## src/rtl/fpe_pkg.sv

```systemverilog
package fpe_pkg;

	// ==========================================================
	// Register offsets (byte addresses within the slave window)
	localparam logic [7:0] OFS_ADDR = 8'h00;
	localparam logic [7:0] OFS_DATA = 8'h04;
	localparam logic [7:0] OFS_CTRL = 8'h08;
	localparam logic [7:0] OFS_USEC = 8'h0C;
	localparam logic [7:0] OFS_RIS = 8'h10;
	localparam logic [7:0] OFS_IMASK = 8'h14;
	localparam logic [7:0] OFS_MIS = 8'h18;
	localparam logic [7:0] OFS_PROT = 8'h1C;

	// ==========================================================
	// Field positions
	localparam int CTRL_ERASE = 0;
	localparam int CTRL_PROG = 1;
	localparam int CTRL_COMMIT = 2;
	localparam int STAT_BUSY = 0;
	localparam int STAT_FAIL = 1;
	localparam int INT_W = 2;
	localparam int INT_DONE = 0;
	localparam int ACCESS_MISC_IRQ = 1;
	localparam int USEC_W = 8;
	localparam int PROT_W = 2;

	// ==========================================================
	// Reset values and array geometry
	localparam logic [7:0] USEC_RST = 8'h64;
	localparam logic [1:0] IRQ_RST = 2'h0;
	localparam int BLOCK_SHIFT = 10;
	localparam int REGION_SHIFT = 11;
	localparam int WORD_SHIFT = 2;

	// ==========================================================
	// Access kinds on the read-check port
	localparam logic [1:0] ACC_FETCH = 2'h0;
	localparam logic [1:0] ACC_DATA = 2'h1;
	localparam logic [1:0] ACC_DEBUG = 2'h2;

	// ==========================================================
	// Types
	typedef enum logic [1:0] {
		prot_unrestricted,
		prot_no_modify,
		prot_fetch_only
	} fpe_prot_t;

	typedef enum logic [1:0] {
		st_idle,
		st_rd_req,
		st_rd_take,
		st_busy_op
	} fpe_state_t;

endpackage : fpe_pkg

```

## src/rtl/fpe_us_timer.sv

```systemverilog
// ==========================================================
// Microsecond timer: counts dur_us microseconds of usec_clks cycles
module fpe_us_timer #(
	parameter int DUR_W = 16
) (
	input wire logic clock,
	input wire logic nrst,
	input wire logic start,
	input wire logic [fpe_pkg::USEC_W-1:0] usec_clks,
	input wire logic [DUR_W-1:0] dur_us,
	output logic done
);
	logic run_reg;
	logic [fpe_pkg::USEC_W-1:0] clk_cnt_reg;
	logic [fpe_pkg::USEC_W-1:0] usec_reg;
	logic [DUR_W-1:0] us_left_reg;
	logic us_tick;

	// One microsecond has passed; a setting of zero counts as one
	assign us_tick = run_reg
		&& ((clk_cnt_reg + 8'h01) >= usec_reg || usec_reg == 8'h00);

	// Clock and microsecond counters, setting latched at start
	always_ff @(posedge clock)
	begin
		if (!nrst)
		begin
			run_reg <= 1'b0;
			clk_cnt_reg <= '0;
			usec_reg <= fpe_pkg::USEC_RST;
			us_left_reg <= '0;
		end
		else if (start)
		begin
			run_reg <= 1'b1;
			clk_cnt_reg <= '0;
			usec_reg <= usec_clks;
			us_left_reg <= (dur_us == '0) ? DUR_W'(1) : dur_us;
		end
		else
		begin
			if (us_tick)
			begin
				clk_cnt_reg <= '0;
				us_left_reg <= us_left_reg - DUR_W'(1);
				if (us_left_reg == DUR_W'(1))
					run_reg <= 1'b0;
			end
			else if (run_reg)
				clk_cnt_reg <= clk_cnt_reg + 8'h01;
		end
	end

	// Done in the last cycle of the count, so the pulse is not one too long
	assign done = us_tick && us_left_reg == DUR_W'(1);

endmodule : fpe_us_timer

```

## src/rtl/fpe_ctrl.sv

```systemverilog
module fpe_ctrl #(
	parameter int ADDR_W = 15,
	parameter int DUR_W = 16,
	parameter int PROG_US = 20,
	parameter int ERASE_US = 12000
) (
	input wire logic clock,
	input wire logic nrst,
	input wire logic hsel,
	input wire logic [31:0] haddr,
	input wire logic [1:0] htrans,
	input wire logic hwrite,
	input wire logic [2:0] hsize,
	input wire logic [31:0] hwdata,
	input wire logic hready,
	output logic hreadyout,
	output logic hresp,
	output logic [31:0] hrdata,
	input wire logic acc_valid,
	input wire logic [ADDR_W-1:0] acc_addr,
	input wire logic [1:0] acc_kind,
	output logic acc_deny,
	output logic [ADDR_W-1:0] fl_addr,
	output logic [31:0] fl_wdata,
	input wire logic [31:0] fl_rdata,
	output logic fl_rd,
	output logic fl_prog,
	output logic fl_erase,
	input wire logic [2*(2**(ADDR_W-11))-1:0] saved_prot,
	output logic prot_commit,
	output logic [2*(2**(ADDR_W-11))-1:0] prot_commit_map,
	output logic busy,
	output logic irq
);
	localparam int NUM_REGIONS = 2 ** (ADDR_W - fpe_pkg::REGION_SHIFT);
	localparam logic [fpe_pkg::INT_W-1:0] IRQ_RST_W = fpe_pkg::IRQ_RST;

	// ==========================================================
	// Declarations
	logic ap_valid_reg;
	logic ap_write_reg;
	logic ap_ok_reg;
	logic [7:0] ap_addr_reg;
	logic [31:0] hrdata_reg;
	logic [31:0] rd_word;
	logic [31:0] faddr_reg;
	logic [31:0] fdata_reg;
	logic [fpe_pkg::USEC_W-1:0] usec_reg;
	logic [fpe_pkg::INT_W-1:0] ris_reg;
	logic [fpe_pkg::INT_W-1:0] imask_reg;
	logic [fpe_pkg::INT_W-1:0] int_set;
	logic [NUM_REGIONS-1:0][1:0] prot_reg;
	logic commit_reg;
	logic fail_reg;
	logic deny_reg;
	fpe_pkg::fpe_state_t state_reg;
	logic [ADDR_W-1:0] fl_addr_reg;
	logic [31:0] fl_wdata_reg;
	logic fl_rd_reg;
	logic fl_prog_reg;
	logic fl_erase_reg;
	logic wr_en;
	logic wr_ctrl;
	logic wr_prot;
	logic do_erase;
	logic do_prog;
	logic erase_ok;
	logic prog_ok;
	logic prot_ok;
	logic cmd_fail;
	logic tmr_start;
	logic tmr_done;
	logic [DUR_W-1:0] tmr_dur;

	// ==========================================================
	// Helper functions
	function automatic logic in_range(input logic [31:0] a);
		return a[31:ADDR_W] == '0;
	endfunction : in_range

	// Protection of the 2 kB region holding an address
	function automatic fpe_pkg::fpe_prot_t prot_of(
		input logic [NUM_REGIONS-1:0][1:0] map,
		input logic [ADDR_W-1:0] a);
		logic [1:0] p;
		p = map[a[ADDR_W-1:fpe_pkg::REGION_SHIFT]];
		return (p == 2'h0) ? fpe_pkg::prot_unrestricted
			: (p == 2'h1) ? fpe_pkg::prot_no_modify
			: fpe_pkg::prot_fetch_only;
	endfunction : prot_of

	// Allowed only when the new setting is strictly tighter
	function automatic logic tighter(input fpe_pkg::fpe_prot_t cur,
		input logic [1:0] nxt);
		return (cur == fpe_pkg::prot_unrestricted && (nxt == 2'h1
			|| nxt == 2'h2)) || (cur == fpe_pkg::prot_no_modify
			&& nxt == 2'h2);
	endfunction : tighter

	// ==========================================================
	// Bus slave: address phase capture, zero wait states, always OKAY
	always_ff @(posedge clock)
	begin
		if (!nrst)
		begin
			ap_valid_reg <= 1'b0;
			ap_write_reg <= 1'b0;
			ap_ok_reg <= 1'b0;
			ap_addr_reg <= 8'h00;
			hrdata_reg <= 32'h00000000;
		end
		else
		begin
			ap_valid_reg <= hsel && htrans[1] && hready;
			ap_write_reg <= hwrite;
			ap_ok_reg <= (hsize == 3'h2) && (haddr[1:0] == 2'h0);
			ap_addr_reg <= haddr[7:0];
			if (hsel && htrans[1] && hready && !hwrite)
				hrdata_reg <= rd_word;
		end
	end

	assign hreadyout = 1'b1;
	assign hresp = 1'b0;
	assign hrdata = hrdata_reg;
	assign wr_en = ap_valid_reg && ap_write_reg && ap_ok_reg;
	assign wr_ctrl = wr_en && ap_addr_reg == fpe_pkg::OFS_CTRL;
	assign wr_prot = wr_en && ap_addr_reg == fpe_pkg::OFS_PROT;

	// Read mux; unmapped offsets read zero
	always_comb
	begin
		rd_word = 32'h00000000;
		if (haddr[7:0] == fpe_pkg::OFS_ADDR)
			rd_word = faddr_reg;
		else if (haddr[7:0] == fpe_pkg::OFS_DATA)
			rd_word = fdata_reg;
		else if (haddr[7:0] == fpe_pkg::OFS_CTRL)
		begin
			rd_word[fpe_pkg::STAT_BUSY] = busy;
			rd_word[fpe_pkg::STAT_FAIL] = fail_reg;
		end
		else if (haddr[7:0] == fpe_pkg::OFS_USEC)
			rd_word[fpe_pkg::USEC_W-1:0] = usec_reg;
		else if (haddr[7:0] == fpe_pkg::OFS_RIS)
			rd_word[fpe_pkg::INT_W-1:0] = ris_reg;
		else if (haddr[7:0] == fpe_pkg::OFS_IMASK)
			rd_word[fpe_pkg::INT_W-1:0] = imask_reg;
		else if (haddr[7:0] == fpe_pkg::OFS_MIS)
			rd_word[fpe_pkg::INT_W-1:0] = ris_reg & imask_reg;
		else if (haddr[7:0] == fpe_pkg::OFS_PROT)
			rd_word[1:0] = prot_of(prot_reg, faddr_reg[ADDR_W-1:0]);
	end

	// ==========================================================
	// Plain software registers
	always_ff @(posedge clock)
	begin
		if (!nrst)
		begin
			faddr_reg <= 32'h00000000;
			fdata_reg <= 32'h00000000;
			usec_reg <= fpe_pkg::USEC_RST;
			imask_reg <= IRQ_RST_W;
		end
		else if (wr_en)
		begin
			if (ap_addr_reg == fpe_pkg::OFS_ADDR)
				faddr_reg <= hwdata;
			else if (ap_addr_reg == fpe_pkg::OFS_DATA)
				fdata_reg <= hwdata;
			else if (ap_addr_reg == fpe_pkg::OFS_USEC)
				usec_reg <= hwdata[fpe_pkg::USEC_W-1:0];
			else if (ap_addr_reg == fpe_pkg::OFS_IMASK)
				imask_reg <= hwdata[fpe_pkg::INT_W-1:0];
		end
	end

	// ==========================================================
	// Command checks; erase and program commands while busy are ignored
	assign do_erase = wr_ctrl && hwdata[fpe_pkg::CTRL_ERASE]
		&& state_reg == fpe_pkg::st_idle;
	assign do_prog = wr_ctrl && hwdata[fpe_pkg::CTRL_PROG]
		&& !hwdata[fpe_pkg::CTRL_ERASE]
		&& state_reg == fpe_pkg::st_idle;
	assign erase_ok = in_range(faddr_reg)
		&& faddr_reg[fpe_pkg::BLOCK_SHIFT-1:0] == '0
		&& prot_of(prot_reg, faddr_reg[ADDR_W-1:0])
		== fpe_pkg::prot_unrestricted;
	assign prog_ok = in_range(faddr_reg)
		&& faddr_reg[fpe_pkg::WORD_SHIFT-1:0] == '0
		&& prot_of(prot_reg, faddr_reg[ADDR_W-1:0])
		== fpe_pkg::prot_unrestricted;
	assign prot_ok = in_range(faddr_reg) && tighter(
		prot_of(prot_reg, faddr_reg[ADDR_W-1:0]), hwdata[1:0]);
	assign cmd_fail = (do_erase && !erase_ok) || (do_prog && !prog_ok)
		|| (wr_prot && !prot_ok);

	// ==========================================================
	// Protection map: committed copy at reset, tightened live
	always_ff @(posedge clock)
	begin
		if (!nrst)
			prot_reg <= saved_prot;
		else if (wr_prot && prot_ok)
			prot_reg[faddr_reg[ADDR_W-1:fpe_pkg::REGION_SHIFT]]
				<= hwdata[1:0];
	end

	// One-way commit of the live map to nonvolatile storage
	always_ff @(posedge clock)
	begin
		if (!nrst)
			commit_reg <= 1'b0;
		else
			commit_reg <= wr_ctrl && hwdata[fpe_pkg::CTRL_COMMIT];
	end

	assign prot_commit = commit_reg;
	assign prot_commit_map = prot_reg;

	// Failure flag: set by a refused command, cleared by an accepted erase or program
	always_ff @(posedge clock)
	begin
		if (!nrst)
			fail_reg <= 1'b0;
		else if (cmd_fail)
			fail_reg <= 1'b1;
		else if (do_erase || do_prog)
			fail_reg <= 1'b0;
	end

	// ==========================================================
	// Read check: only instruction fetch may read a fetch-only region
	always_ff @(posedge clock)
	begin
		if (!nrst)
			deny_reg <= 1'b0;
		else
			deny_reg <= acc_valid && acc_kind != fpe_pkg::ACC_FETCH
				&& prot_of(prot_reg, acc_addr)
				== fpe_pkg::prot_fetch_only;
	end

	assign acc_deny = deny_reg;

	// ==========================================================
	// Operation sequencer and flash array strobes
	always_ff @(posedge clock)
	begin
		if (!nrst)
		begin
			state_reg <= fpe_pkg::st_idle;
			fl_addr_reg <= '0;
			fl_wdata_reg <= 32'hFFFFFFFF;
			fl_rd_reg <= 1'b0;
			fl_prog_reg <= 1'b0;
			fl_erase_reg <= 1'b0;
		end
		else
		begin
			case (state_reg)
				fpe_pkg::st_idle:
				begin
					if (do_erase && erase_ok)
					begin
						state_reg <= fpe_pkg::st_busy_op;
						fl_addr_reg <= faddr_reg[ADDR_W-1:0];
						fl_wdata_reg <= 32'hFFFFFFFF;
						fl_erase_reg <= 1'b1;
					end
					else if (do_prog && prog_ok)
					begin
						state_reg <= fpe_pkg::st_rd_req;
						fl_addr_reg <= faddr_reg[ADDR_W-1:0];
						fl_rd_reg <= 1'b1;
					end
				end
				fpe_pkg::st_rd_req:
				begin
					state_reg <= fpe_pkg::st_rd_take;
					fl_rd_reg <= 1'b0;
				end
				fpe_pkg::st_rd_take:
				begin
					state_reg <= fpe_pkg::st_busy_op;
					fl_wdata_reg <= fl_rdata & fdata_reg;
					fl_prog_reg <= 1'b1;
				end
				default:
				begin
					if (tmr_done)
					begin
						state_reg <= fpe_pkg::st_idle;
						fl_prog_reg <= 1'b0;
						fl_erase_reg <= 1'b0;
					end
				end
			endcase
		end
	end

	assign fl_addr = fl_addr_reg;
	assign fl_wdata = fl_wdata_reg;
	assign fl_rd = fl_rd_reg;
	assign fl_prog = fl_prog_reg;
	assign fl_erase = fl_erase_reg;
	assign busy = state_reg != fpe_pkg::st_idle;

	// ==========================================================
	// Pulse length from the clocks-per-microsecond setting
	assign tmr_start = (state_reg == fpe_pkg::st_idle && do_erase
		&& erase_ok) || state_reg == fpe_pkg::st_rd_take;
	assign tmr_dur = (state_reg == fpe_pkg::st_idle)
		? DUR_W'(ERASE_US) : DUR_W'(PROG_US);

	fpe_us_timer #(
		.DUR_W(DUR_W)
	) u_timer (
		.clock(clock),
		.nrst(nrst),
		.start(tmr_start),
		.usec_clks(usec_reg),
		.dur_us(tmr_dur),
		.done(tmr_done)
	);

	// ==========================================================
	// Interrupts: sticky sources, write one to clear, set wins
	always_comb
	begin
		int_set = '0;
		int_set[fpe_pkg::INT_DONE] = tmr_done
			&& state_reg == fpe_pkg::st_busy_op;
		int_set[fpe_pkg::ACCESS_MISC_IRQ] = cmd_fail || deny_reg;
	end

	always_ff @(posedge clock)
	begin
		if (!nrst)
			ris_reg <= IRQ_RST_W;
		else if (wr_en && ap_addr_reg == fpe_pkg::OFS_RIS)
			ris_reg <= (ris_reg & ~hwdata[fpe_pkg::INT_W-1:0])
				| int_set;
		else
			ris_reg <= ris_reg | int_set;
	end

	assign irq = |(ris_reg & imask_reg);

endmodule : fpe_ctrl

```

## config.mk

```make
export PLATFORM = sky130hd
export DESIGN_NAME = fpe_ctrl
export DESIGN_NICKNAME = d
export VERILOG_FILES = /design/src/rtl/fpe_pkg.sv /design/src/rtl/fpe_us_timer.sv /design/src/rtl/fpe_ctrl.sv
export SDC_FILE = /design/constraint.sdc
export NUM_CORES = 1
export LEC_CHECK = 0
export ABC_AREA = 0
export BUFFER_PORTS_ARGS = -buffer_cell sky130_fd_sc_hd__buf_2
export CAP_MARGIN = 10
export CORE_ASPECT_RATIO = 0.7
export CORE_MARGIN = 8
export CORE_UTILIZATION = 40
export DETAILED_ROUTE_END_ITERATION = 12
export PLACE_DENSITY = 0.62
export SLEW_MARGIN = 20
export SYNTH_ARGS = -nofsm -noshare
export SYNTH_HDL_FRONTEND = slang
export SYNTH_SLANG_ARGS = --single-unit
```

## constraint.sdc

```tcl
create_clock -name clock -period 3.25 [get_ports clock]
set_input_delay 0 -clock clock [delete_from_list [all_inputs] [get_ports clock]]
set_output_delay 0 -clock clock [all_outputs]
set_load 0.05 [all_outputs]
```

==> reports/results.txt, run 1 <==
final routed wirelength across all metal layers -> 34900 um
vertical extent of the die -> 153 um
cells traversed along the worst timing path -> mux4_2 -> mux2i_4 -> nor3b_1 -> o211ai_1 -> a211oi_4 -> buf_12 -> a2bb2oi_1
areal power density over the cells -> 453 nW/um^2
depth of the CTS H-tree -> 1
Clock transition at path regs -> 0.06 ns
number of vias in the routed layout -> 9821
Routability Congestion -> 0.853
number of distinct standard cells referenced by the synthesized netlist -> 75
area of placed instances -> 12300 sq um
layout cell share with drive strength beyond 1 -> 25.7%
CTS tree -> yes
part of the power in registers -> 47.4%
sum of buffers and inverters on the critical path -> 1
die outline area -> 32400 sq um
worst hold stages -> 2
vias per inst -> 5.33
std cell rows -> 50
Async S/R FF share, synth -> 0%
final hold violations -> 0
run status -> finished clean
die extent in x -> 212 um
I/O pin count -> 276
buffers inserted by post-CTS timing repair -> 0
biggest cell delay along the critical path -> 0.64 ns
Rel. slew slack -> 32.8%
maximum root-to-sink buffer count -> 3
peak supply drop -> 0.339 mV
Comb pwr share -> 8.3%
setup TNS -> 0 ns
initial core utilization -> 40.4%
CP Data Required Time -> 3.65 ns
cell family contributing the most delay on the critical path -> multiplexers
yosys synthesis warning count -> 0
GRT Total Usage -> 20.9%
critical path start-end classification -> reg2reg
worst-path maximum fanout -> 32
final worst path period share -> 92.9%
DRC -> 0
wire length of the first global-routing pass -> 55300 um
max-slew violation count -> 0
endpoint of the worst-slack reg-to-reg timing path -> fl_wdata[26]
power spent charging and discharging nets -> 1.54 mW
antenna-violating nets left -> 0
Critical-path top delay cell -> sky130_fd_sc_hd__dfxtp_1
Core ar. -> 26500 sq um
mean instance size in the synthesized netlist -> 9.49 sq um
Non-Filler Cell Area, Final -> 14200 sq um
Min Clock Period, post-route -> 3.02 ns
reg-to-reg setup timing slack -> 0.23 ns
net count after synthesis -> 1303
Pint -> 4.90 mW
number of clock sinks -> 239
register area share after synthesis -> 47.6%
number of iterations in the first detailed-routing pass -> 5
critical path capture point type -> flip-flop
switching share of power -> 23.9%
class of the worst hold path -> in2reg
Post-synth EDFFs -> 32
count of final setup violators -> 0
number of nets in the layout -> 1630
cell area after synthesis -> 10700 sq um
Max Clk Rate -> 331 MHz
Worst Min Path Start -> haddr[3]
prevailing post-synth register cell -> sky130_fd_sc_hd__dfxtp_1
cell at the root of the clock tree -> sky130_fd_sc_hd__clkbuf_16
maximum number of pins on one net before global-route repair -> 73
depth of the worst register-to-register path -> 7
antenna violations before repair -> 2
hold-critical path endpoint -> ap_addr_reg[3]
Critical Path Start Type -> flip-flop
Layout Area Growth over Synthesis -> 32.7%
launch point of the worst reg-to-reg path -> faddr_reg[12]
fill cell count -> 2389
P_leak -> 5.62 nW
vias in the first global route -> 9879
Worst EP arrival -> 3.42 ns
#FFs+latches synth -> 239
setup skew after layout -> 0.0121 ns
max-cap violation count -> 0
number of input and output port buffers inserted -> 237
Pwr Total -> 6.44 mW
slew at the pin closest to its max-slew limit -> 1.01 ns
cell count after synthesis -> 1130
total clock buffers created by CTS -> 26
initial drt markers -> 577
power share of the clock group -> 44.3%
worst-skew pair later-pin latency -> 0.52 ns
DP Wirelength -> 24000 um
wire per inst -> 19.0 um
residual overflow from global routing -> 0
setup repair after global routing missed its margin -> no
## worst max-delay path by stage
stage	slack, ns	startpoint	cells after the start	end
after global routing	0.02	u_timer.clk_cnt_reg[2]	12	u_timer.clk_cnt_reg[7]
after global placement	0.26	faddr_reg[12]	7	fl_wdata[9]
after detailed placement	0.22	faddr_reg[12]	7	fl_wdata[26]
after CTS	0.20	faddr_reg[12]	7	fl_wdata[26]
after floorplan	0.34	u_timer.clk_cnt_reg[2]	11	u_timer.us_left_reg[8]
final	0.23	faddr_reg[12]	7	fl_wdata[26]
## Yosys cell counts (7+ instances only)
cell | instances | area [sq um]
sky130_fd_sc_hd__a31oi_1 | 10 | 62.6
sky130_fd_sc_hd__clkbuf_1 | 60 | 225
sky130_fd_sc_hd__ha_1 | 17 | 213
sky130_fd_sc_hd__o21ai_0 | 34 | 170
sky130_fd_sc_hd__inv_1 | 18 | 67.6
sky130_fd_sc_hd__edfxtp_1 | 32 | 961
sky130_fd_sc_hd__mux2_2 | 31 | 349
sky130_fd_sc_hd__buf_2 | 8 | 40.0
sky130_fd_sc_hd__buf_4 | 7 | 52.6
sky130_fd_sc_hd__mux2i_1 | 34 | 340
sky130_fd_sc_hd__o2bb2ai_1 | 33 | 289
sky130_fd_sc_hd__dfxtp_1 | 207 | 4140
sky130_fd_sc_hd__nand3_1 | 22 | 110
sky130_fd_sc_hd__or3_1 | 9 | 56.3
sky130_fd_sc_hd__nand4_1 | 16 | 100
sky130_fd_sc_hd__a21oi_1 | 94 | 470
sky130_fd_sc_hd__nor2_1 | 80 | 300
sky130_fd_sc_hd__nor4_1 | 10 | 62.6
sky130_fd_sc_hd__a22oi_1 | 31 | 233
sky130_fd_sc_hd__mux4_2 | 12 | 270
sky130_fd_sc_hd__and2_1 | 9 | 56.3
sky130_fd_sc_hd__nor3_1 | 12 | 60.1
sky130_fd_sc_hd__nor2b_1 | 7 | 43.8
sky130_fd_sc_hd__xor2_1 | 14 | 123
sky130_fd_sc_hd__a2bb2oi_1 | 32 | 280
sky130_fd_sc_hd__nand2_1 | 189 | 709
## placed cells by master, fill, tap and decap left out, drive strengths merged, types with 4 or more instances in the layout
cell	n
nor4	11
and2	10
nor2	80
and3	6
nor3	12
nand3	24
dlygate4sd3	109
nand2	189
a21oi	95
dfxtp	207
mux2	35
or4	5
nand4	16
buf	270
nor3b	5
o41ai	4
xor2	14
or3	9
a31oi	10
nor2b	7
o21ai	37
edfxtp	32
clkbuf	36
or2	5
o2bb2ai	33
nand2b	5
mux4	12
ha	17
and4	4
a2bb2oi	32
mux2i	36
a211oi	7
xnor2	6
clkinv	10
a22oi	31
inv	20
o31ai	4
## routing by layer
layer  part of all wire, %  GRT usage [%]  vias up
met1                    46           29.0     4687
met2                    44           32.8      354
met4                   1.7           4.32        0
met3                   8.0           4.62       44
li1                      -              -     4736
met5                     0              0        -
## repair_timing
item                                    4_1_cts  5_1_grt
gates resized for setup                       0        1
endpoints found under the setup margin        0       10
hold buffers                                109        0
endpoints found under the hold margin       150        0
## final cells by class
cell class / instances / area (sq um) / share of cell area (%)
Clock buffer: 36 / 759 / 5.34
Clock inverter: 12 / 71.3 / 0.501
Multi-Input combinational cell: 792 / 5190 / 36.5
Antenna cell: 2 / 5.00 / 0.0352
Timing Repair Buffer: 379 / 2560 / 18.0
Sequential cell: 239 / 5100 / 35.9
Inverter: 19 / 76.3 / 0.537
Tap cell: 364 / 455 / 3.20
## through the flow
step | hold WS (ns) | util, % | std cells | setup slack (ns)
CTS | 0.00292 | 53.6 | 1841 | 0.200
floorplan | 0.0756 | - | 1130 | 0.340
detailed placement | 0.167 | 46.3 | 1684 | 0.215
global route | 0.0257 | 53.6 | 1843 | 0.0186
finish | 0.0390 | 53.6 | 1843 | 0.231
global placement | 0.162 | 46.3 | 1684 | 0.264
## power groups by stage
| stage | sequential (mW) | clock (mW) | combinational, mW |
|---|---|---|---|
| floorplan | 3.20 | 0 | 0.178 |
| global placement | 3.12 | 0 | 0.428 |
| detailed placement | 3.12 | 0 | 0.430 |
| CTS | 3.06 | 2.91 | 0.532 |
| global route | 3.06 | 3.03 | 0.568 |
| finish | 3.06 | 2.85 | 0.535 |
## cells by family after synthesis
kind of cell    Yosys count  synth area share, %
buf+inv                  99                 4.17
simple gates            395                 17.2
mux                      83                 9.79
other cells               2               0.0700
fa+ha+maj                17                 1.98
xor+xnor                 20                 1.63
flops                   239                 47.6
compound gates          275                 17.6
Note: power is estimated with default switching activity, not from simulation.
==> inputs of run 2 (changes only) <==
--- a/config.mk
+++ b/config.mk
@@ -13,6 +13,8 @@
 export CORE_UTILIZATION = 40
 export DETAILED_ROUTE_END_ITERATION = 12
 export PLACE_DENSITY = 0.62
+export REMOVE_ABC_BUFFERS = 1
+export SETUP_SLACK_MARGIN = 0.4
 export SLEW_MARGIN = 20
 export SYNTH_ARGS = -nofsm -noshare
 export SYNTH_HDL_FRONTEND = slang
==> run 2 against run 1 <==
Net effect: fmax rose by 1.9%; critical endpoint is now u_timer.us_left_reg[7]; die area did not move; via count rose by 1.9%; design area rose by 2.9%; sequential share of layout area fell by 0.98 points; clock power rose by 7.0%.
==> reports/results.txt, run 2 (synthesis results as in run 1) <==
max-slew violation count -> 0 (unchanged)
CP Data Required Time -> 3.70 ns (+0.05 ns)
number of clock sinks -> 239 (unchanged)
wire per inst -> 19.0 um (+0.41%)
worst-path maximum fanout -> 5 (-84%)
number of nets in the layout -> 1654 (+1.5%)
count of final setup violators -> 0 (unchanged)
Non-Filler Cell Area, Final -> 14600 sq um (+2.9%)
slew at the pin closest to its max-slew limit -> 1.08 ns (+0.0766 ns)
setup TNS -> 0 ns (unchanged)
P_leak -> 5.79 nW (+3.0%)
vertical extent of the die -> 153 um (unchanged)
vias per inst -> 5.37 (+0.83%)
maximum root-to-sink buffer count -> 3 (unchanged)
post-route worst hold slack -> 0.102 ns (+0.0625 ns)
Critical Path Start Type -> flip-flop
antenna-violating nets left -> 0 (unchanged)
area of placed instances -> 12300 sq um (+0.37%)
peak supply drop -> 0.387 mV (+14%)
critical path start-end classification -> reg2reg
residual overflow from global routing -> 0 (unchanged)
smallest setup slack after layout -> 0.287 ns (+0.0559 ns)
antenna violations before repair -> 0 (-2)
critical path capture point type -> flip-flop
GRT Total Usage -> 20.9% (about the same)
biggest cell delay along the critical path -> 0.39 ns (-0.25 ns)
maximum number of pins on one net before global-route repair -> 64 (-12%)
Max Clk Rate -> 337 MHz (+1.9%)
layout cell share with drive strength beyond 1 -> 28.2% (+2.6 points)
Post-Place Setup Slack -> 0.235 ns (+0.0196 ns)
cells traversed along the worst timing path -> and3_4 -> and3_4 -> nand3_2 -> xnor2_1 -> ha_1 -> nand2_2 -> or3_4 -> o221ai_4 -> buf_6 -> nand4_1 -> buf_6 -> or3_1 -> a31oi_1
setup skew after layout -> 0.0127 ns (+0.000528 ns)
die extent in x -> 212 um (unchanged)
total clock buffers created by CTS -> 25 (-3.8%)
Core ar. -> 26500 sq um (unchanged)
met2 track utilization from global routing -> 33.1% (+0.28 points)
final routed wirelength across all metal layers -> 35500 um (+1.5%)
commonest non-fill, non-tap cell in the layout -> sky130_fd_sc_hd__buf_2
CTS tree -> yes
Routability Congestion -> 0.832 (-2.4%)
depth of the CTS H-tree -> 1 (unchanged)
setup repair after global routing missed its margin -> yes
initial core utilization -> 40.4% (unchanged)
cell at the root of the clock tree -> sky130_fd_sc_hd__clkbuf_16
worst-skew pair later-pin latency -> 0.53 ns (about the same)
initial drt markers -> 680 (+18%)
number of input and output port buffers inserted -> 237 (unchanged)
Layout Area Growth over Synthesis -> 36.6%
DP Wirelength -> 23300 um (-3.1%)
most used cells in the layout excluding fill and tap cells -> sky130_fd_sc_hd__buf_2 (237), sky130_fd_sc_hd__dfxtp_1 (202), sky130_fd_sc_hd__nand2_1 (188), sky130_fd_sc_hd__dlygate4sd3_1 (111), sky130_fd_sc_hd__a21oi_1 (93)
areal power density over the cells -> 454 nW/um^2 (+0.17%)
Worst EP arrival -> 3.42 ns (about the same)
I/O pin count -> 276 (unchanged)
number of vias in the routed layout -> 10010 (+1.9%)
Min Clock Period, post-route -> 2.96 ns (-0.0559 ns)
met3 routing resource usage after global routing -> 5.82% (+1.2 points)
final hold violations -> 0 (unchanged)
vias in the first global route -> 9973 (+0.95%)
global-route track usage on met1 -> 28.0% (-0.94 points)
GR peak layer -> met2
Pwr Total -> 6.65 mW (+3.1%)
die outline area -> 32400 sq um (unchanged)
class of the worst hold path -> in2reg
final worst path period share -> 91.2% (-1.7 points)
run status -> finished clean
wire length of the first global-routing pass -> 55600 um (+0.44%)
Rel. slew slack -> 27.7% (-5.1 points)
number of iterations in the first detailed-routing pass -> 5 (unchanged)
std cell rows -> 50 (unchanged)
Critical-path top delay cell -> sky130_fd_sc_hd__or3_4
DRC -> 0 (unchanged)
max-cap violation count -> 0 (unchanged)
diode count -> 0 (-2)
Clock transition at path regs -> 0.06 ns (about the same)
[run 2: changes by cell type in the layout (fill, tap and decap cells not counted), moves of 5 or more]
cell,before,now
sky130_fd_sc_hd__dfxtp_1,207,202
sky130_fd_sc_hd__clkinv_2,8,2
sky130_fd_sc_hd__buf_4,30,44
sky130_fd_sc_hd__dfxtp_2,0,5
sky130_fd_sc_hd__o21ai_1,3,17
sky130_fd_sc_hd__buf_6,0,8
sky130_fd_sc_hd__o21ai_0,34,20
[run 2: final timing paths]
kind | endpoint | start | depth (start not counted) | slack [ns]
setup / recovery | u_timer.us_left_reg[7] | u_timer.clk_cnt_reg[1] | 13 | 0.29
hold / removal | ap_addr_reg[2] | haddr[2] | 2 | 0.10
setup reg to reg | u_timer.us_left_reg[7] | u_timer.clk_cnt_reg[1] | 13 | 0.29
hold reg to reg | faddr_reg[27] | faddr_reg[27] | 2 | 0.47
[run 2: critical path, delay by kind of cell (launching register included)]
kind            cells  cell delay, ns
buf+inv             2            0.36
simple gates        7            1.39
xor+xnor            1            0.15
fa+ha+maj           1            0.31
compound gates      2            0.35
flops               1            0.34
[run 2: cell type report]
type,instances,area (sq um)
clock buffers,38,757
clock inverters,7,118
fillers,2374,11900
inverters,19,73.8
multi-input cells,792,5320
flip-flops and latches,239,5110
well taps,364,455
repair buffers,404,2810
[run 2: metal layers]
metal | vias to the layer above | wire length [um]
li1 | 4793 | -
met1 | 4844 | 16100
met2 | 333 | 16000
met3 | 40 | 2810
met4 | 0 | 554
met5 | - | 0
[run 2: per-stage QoR]
step                utilization (%)  cells
floorplan                         -   1050
global placement               46.5   1691
detailed placement             46.5   1691
CTS                            54.4   1853
global route                   55.2   1863
finish                         55.2   1863
[run 2: report_power, final]
group          leakage, nW  internal, mW  total, mW  switching [mW]
clock                0.432          1.84       3.05            1.20
combinational         3.36         0.242      0.541           0.299
sequential            2.00          3.03       3.06          0.0275
total                 5.79          5.12       6.65            1.53
[run 2: repair_timing]
item                                    CTS  global route
hold endpoints to repair                153             0
buffers inserted                          5             8
hold buffers                            111             0
cloned                                    1             2
pin swaps                                 9            16
endpoints found under the setup margin   81            89
resized for setup                        15            36
==> inputs of run 3 (changes only) <==
==> constraint.sdc (replaced) <==
create_clock -name clock -period 3 [get_ports clock]
set_input_delay 0 -clock clock [delete_from_list [all_inputs] [get_ports clock]]
set_output_delay 0 -clock clock [all_outputs]
set_load 0.05 [all_outputs]
==> run 3 against run 2 <==
Net effect: fmax rose by 3.8%; combinational power grew 19%; total power rose by 6.7%; sequential cell count unchanged; clock power up 3%; clock skew rose by 0.0028 ns; critical path depth fell by 1; register-to-register slack got worse by 0.14 ns; first-iteration DRC count rose by 8.1%; global-route usage increased by 0.78 points; count of clock-buffer cells in the layout stayed put; sequential power is 8.2% higher.
==> reports/results.txt, run 3 (synthesis results as in run 1) <==
launch point of the worst reg-to-reg path -> u_timer.clk_cnt_reg[0]
Worst EP arrival -> 3.30 ns (-0.12 ns)
setup repair after global routing missed its margin -> yes
die extent in x -> 212 um (unchanged)
sequential standard cell area -> 5120 sq um (+0.12%)
initial core utilization -> 40.4% (unchanged)
post-route insts no fill -> 1909 (+2.5%)
vias per inst -> 5.39 (+0.28%)
critical path capture point type -> flip-flop
max-cap violation count -> 0 (unchanged)
post-layout util -> 58.4% (+3.2 points)
Routability Congestion -> 0.826 (-0.70%)
std cell rows -> 50 (unchanged)
Clock transition at path regs -> 0.06 ns (about the same)
number of vias in the routed layout -> 10286 (+2.8%)
Layout Area Growth over Synthesis -> 44.5%
critical path start-end classification -> reg2reg
worst-path maximum fanout -> 5 (unchanged)
depth of the CTS H-tree -> 1 (unchanged)
Worst Min Path Start -> haddr[3]
vias in the first global route -> 10164 (+1.9%)
Max Clk Rate -> 350 MHz (+3.8%)
CTS tree -> yes
sum of buffers and inverters on the critical path -> 1 (-1)
class of the worst hold path -> in2reg
DRC -> 0 (unchanged)
die outline area -> 32400 sq um (unchanged)
commonest non-fill, non-tap cell in the layout -> sky130_fd_sc_hd__buf_2
cells traversed along the worst timing path -> and3_4 -> and3_4 -> nand3_2 -> xnor2_1 -> ha_1 -> nand2_2 -> or3_4 -> o221ai_4 -> nand4_1 -> buf_6 -> or3_1 -> a31oi_1
areal power density over the cells -> 458 nW/um^2 (+0.87%)
antenna-violating nets left -> 0 (unchanged)
maximum root-to-sink buffer count -> 3 (unchanged)
depth of the worst register-to-register path -> 12 (-1)
max-slew violation count -> 0 (unchanged)
Non-Filler Cell Area, Final -> 15500 sq um (+5.8%)
maximum number of pins on one net before global-route repair -> 62 (-3.1%)
slew at the pin closest to its max-slew limit -> 1.03 ns (-0.0573 ns)
cell at the root of the clock tree -> sky130_fd_sc_hd__clkbuf_16
Min Clock Period, post-route -> 2.85 ns (-0.109 ns)
critical path depth -> 12 (-1)
wire length of the first global-routing pass -> 57400 um (+3.3%)
Rel. slew slack -> 31.5% (+3.8 points)
count of final setup violators -> 0 (unchanged)
Critical Path Start Type -> flip-flop
post-route worst hold slack -> 0.0438 ns (-0.0577 ns)
residual overflow from global routing -> 0 (unchanged)
P_leak -> 6.15 nW (+6.1%)
number of iterations in the first detailed-routing pass -> 5 (unchanged)
setup skew after layout -> 0.0154 ns (+0.00276 ns)
final routed wirelength across all metal layers -> 37800 um (+6.7%)
final worst path period share -> 95.1% (+4.0 points)
GRT Total Usage -> 21.6% (+0.78 points)
Pwr Total -> 7.09 mW (+6.7%)
Post-Place Cells -> 1700 (+0.53%)
Core ar. -> 26500 sq um (unchanged)
number of nets in the layout -> 1702 (+2.9%)
initial drt markers -> 735 (+8.1%)
most used cells in the layout excluding fill and tap cells -> sky130_fd_sc_hd__buf_2 (238), sky130_fd_sc_hd__dfxtp_1 (201), sky130_fd_sc_hd__nand2_1 (187), sky130_fd_sc_hd__dlygate4sd3_1 (115), sky130_fd_sc_hd__a21oi_1 (94)
worst hold stages -> 2 (unchanged)
wire per inst -> 19.8 um (+4.1%)
biggest cell delay along the critical path -> 0.38 ns (about the same)
cell family contributing the most delay on the critical path -> simple AND/OR/NAND/NOR gates
total clock buffers created by CTS -> 24 (-4.0%)
number of clock sinks -> 239 (unchanged)
cell mode on critical path -> sky130_fd_sc_hd__and3_4
Multi-input gate area -> 5700 sq um (+7.1%)
DP Wirelength -> 23700 um (+2.0%)
fill cell count -> 2287 (-3.7%)
layout cell share with drive strength beyond 1 -> 33.8% (+5.6 points)
diode count -> 0 (unchanged)
CP Data Required Time -> 3.44 ns (-0.26 ns)
worst-skew pair later-pin latency -> 0.52 ns (about the same)
number of input and output port buffers inserted -> 237 (unchanged)
antenna violations before repair -> 1 (+1)
final hold violations -> 0 (unchanged)
I/O pin count -> 276 (unchanged)
first element of the critical path -> u_timer.clk_cnt_reg[0]
Critical-path top delay cell -> sky130_fd_sc_hd__or3_4
peak supply drop -> 0.381 mV (-1.6%)
run status -> finished clean
vertical extent of the die -> 153 um (unchanged)
area of placed instances -> 12400 sq um (+0.55%)
-- run 3: cell types whose count changed in the layout (fill, tap and decap cells not counted), moves of 4 or more --
cell / before / now
sky130_fd_sc_hd__nor2_1: 79 / 74
sky130_fd_sc_hd__mux2_4: 0 / 4
sky130_fd_sc_hd__mux2_1: 4 / 0
sky130_fd_sc_hd__nor2_4: 0 / 4
sky130_fd_sc_hd__buf_6: 8 / 20
sky130_fd_sc_hd__o21ai_1: 17 / 9
sky130_fd_sc_hd__dlygate4sd3_1: 111 / 115
sky130_fd_sc_hd__a2bb2oi_1: 32 / 0
sky130_fd_sc_hd__buf_4: 44 / 69
sky130_fd_sc_hd__a2bb2oi_2: 0 / 32
sky130_fd_sc_hd__o21ai_2: 0 / 9
-- run 3: worst paths after layout --
check	end	slack (ns)
worst max-delay path	u_timer.us_left_reg[7]	0.15
worst min-delay path	ap_addr_reg[3]	0.04
worst max register to register	u_timer.us_left_reg[7]	0.15
worst min register to register	faddr_reg[27]	0.47
-- run 3: report_power, final --
group          total [mW]  internal, mW  switching [mW]
Clock                3.14          1.87            1.27
Sequential           3.31          3.28          0.0286
Combinational       0.645         0.295           0.350
-- run 3: layout make-up --
cell class              count  area share, %
inverters                  19          0.476
flip-flops and latches    239           33.0
multi-input cells         792           36.8
clock buffers              38           4.81
clock inverters             4          0.452
well taps                 364           2.94
repair buffers            453           21.5
-- run 3: routing by layer --
metal	share of wire (%)	vias to the layer above	global-route usage [%]	wire length [um]
li1	-	4872	-	-
met1	43	4942	29.0	16300
met2	46	420	35.2	17500
met3	8.7	50	5.09	3280
met4	1.8	2	4.19	688
met5	0.034	-	0	13
-- run 3: repair_timing --
item / in CTS / in global routing
buffers inserted: 19 / 25
hold endpoints to repair: 152 / 0
pin swaps: 26 / 57
gates cloned: 4 / 4
hold buffers: 115 / 0
setup endpoints to repair: 115 / 119
gates resized for setup: 61 / 93
-- run 3: per-stage QoR --
step / setup slack [ns] / TNS, ns
after floorplan: -0.652 / -25.02
after global placement: 0.00844 / 0
after detailed placement: -0.109 / -0.239
after CTS: 0.221 / 0
after global routing: 0.0675 / 0
final: 0.146 / 0
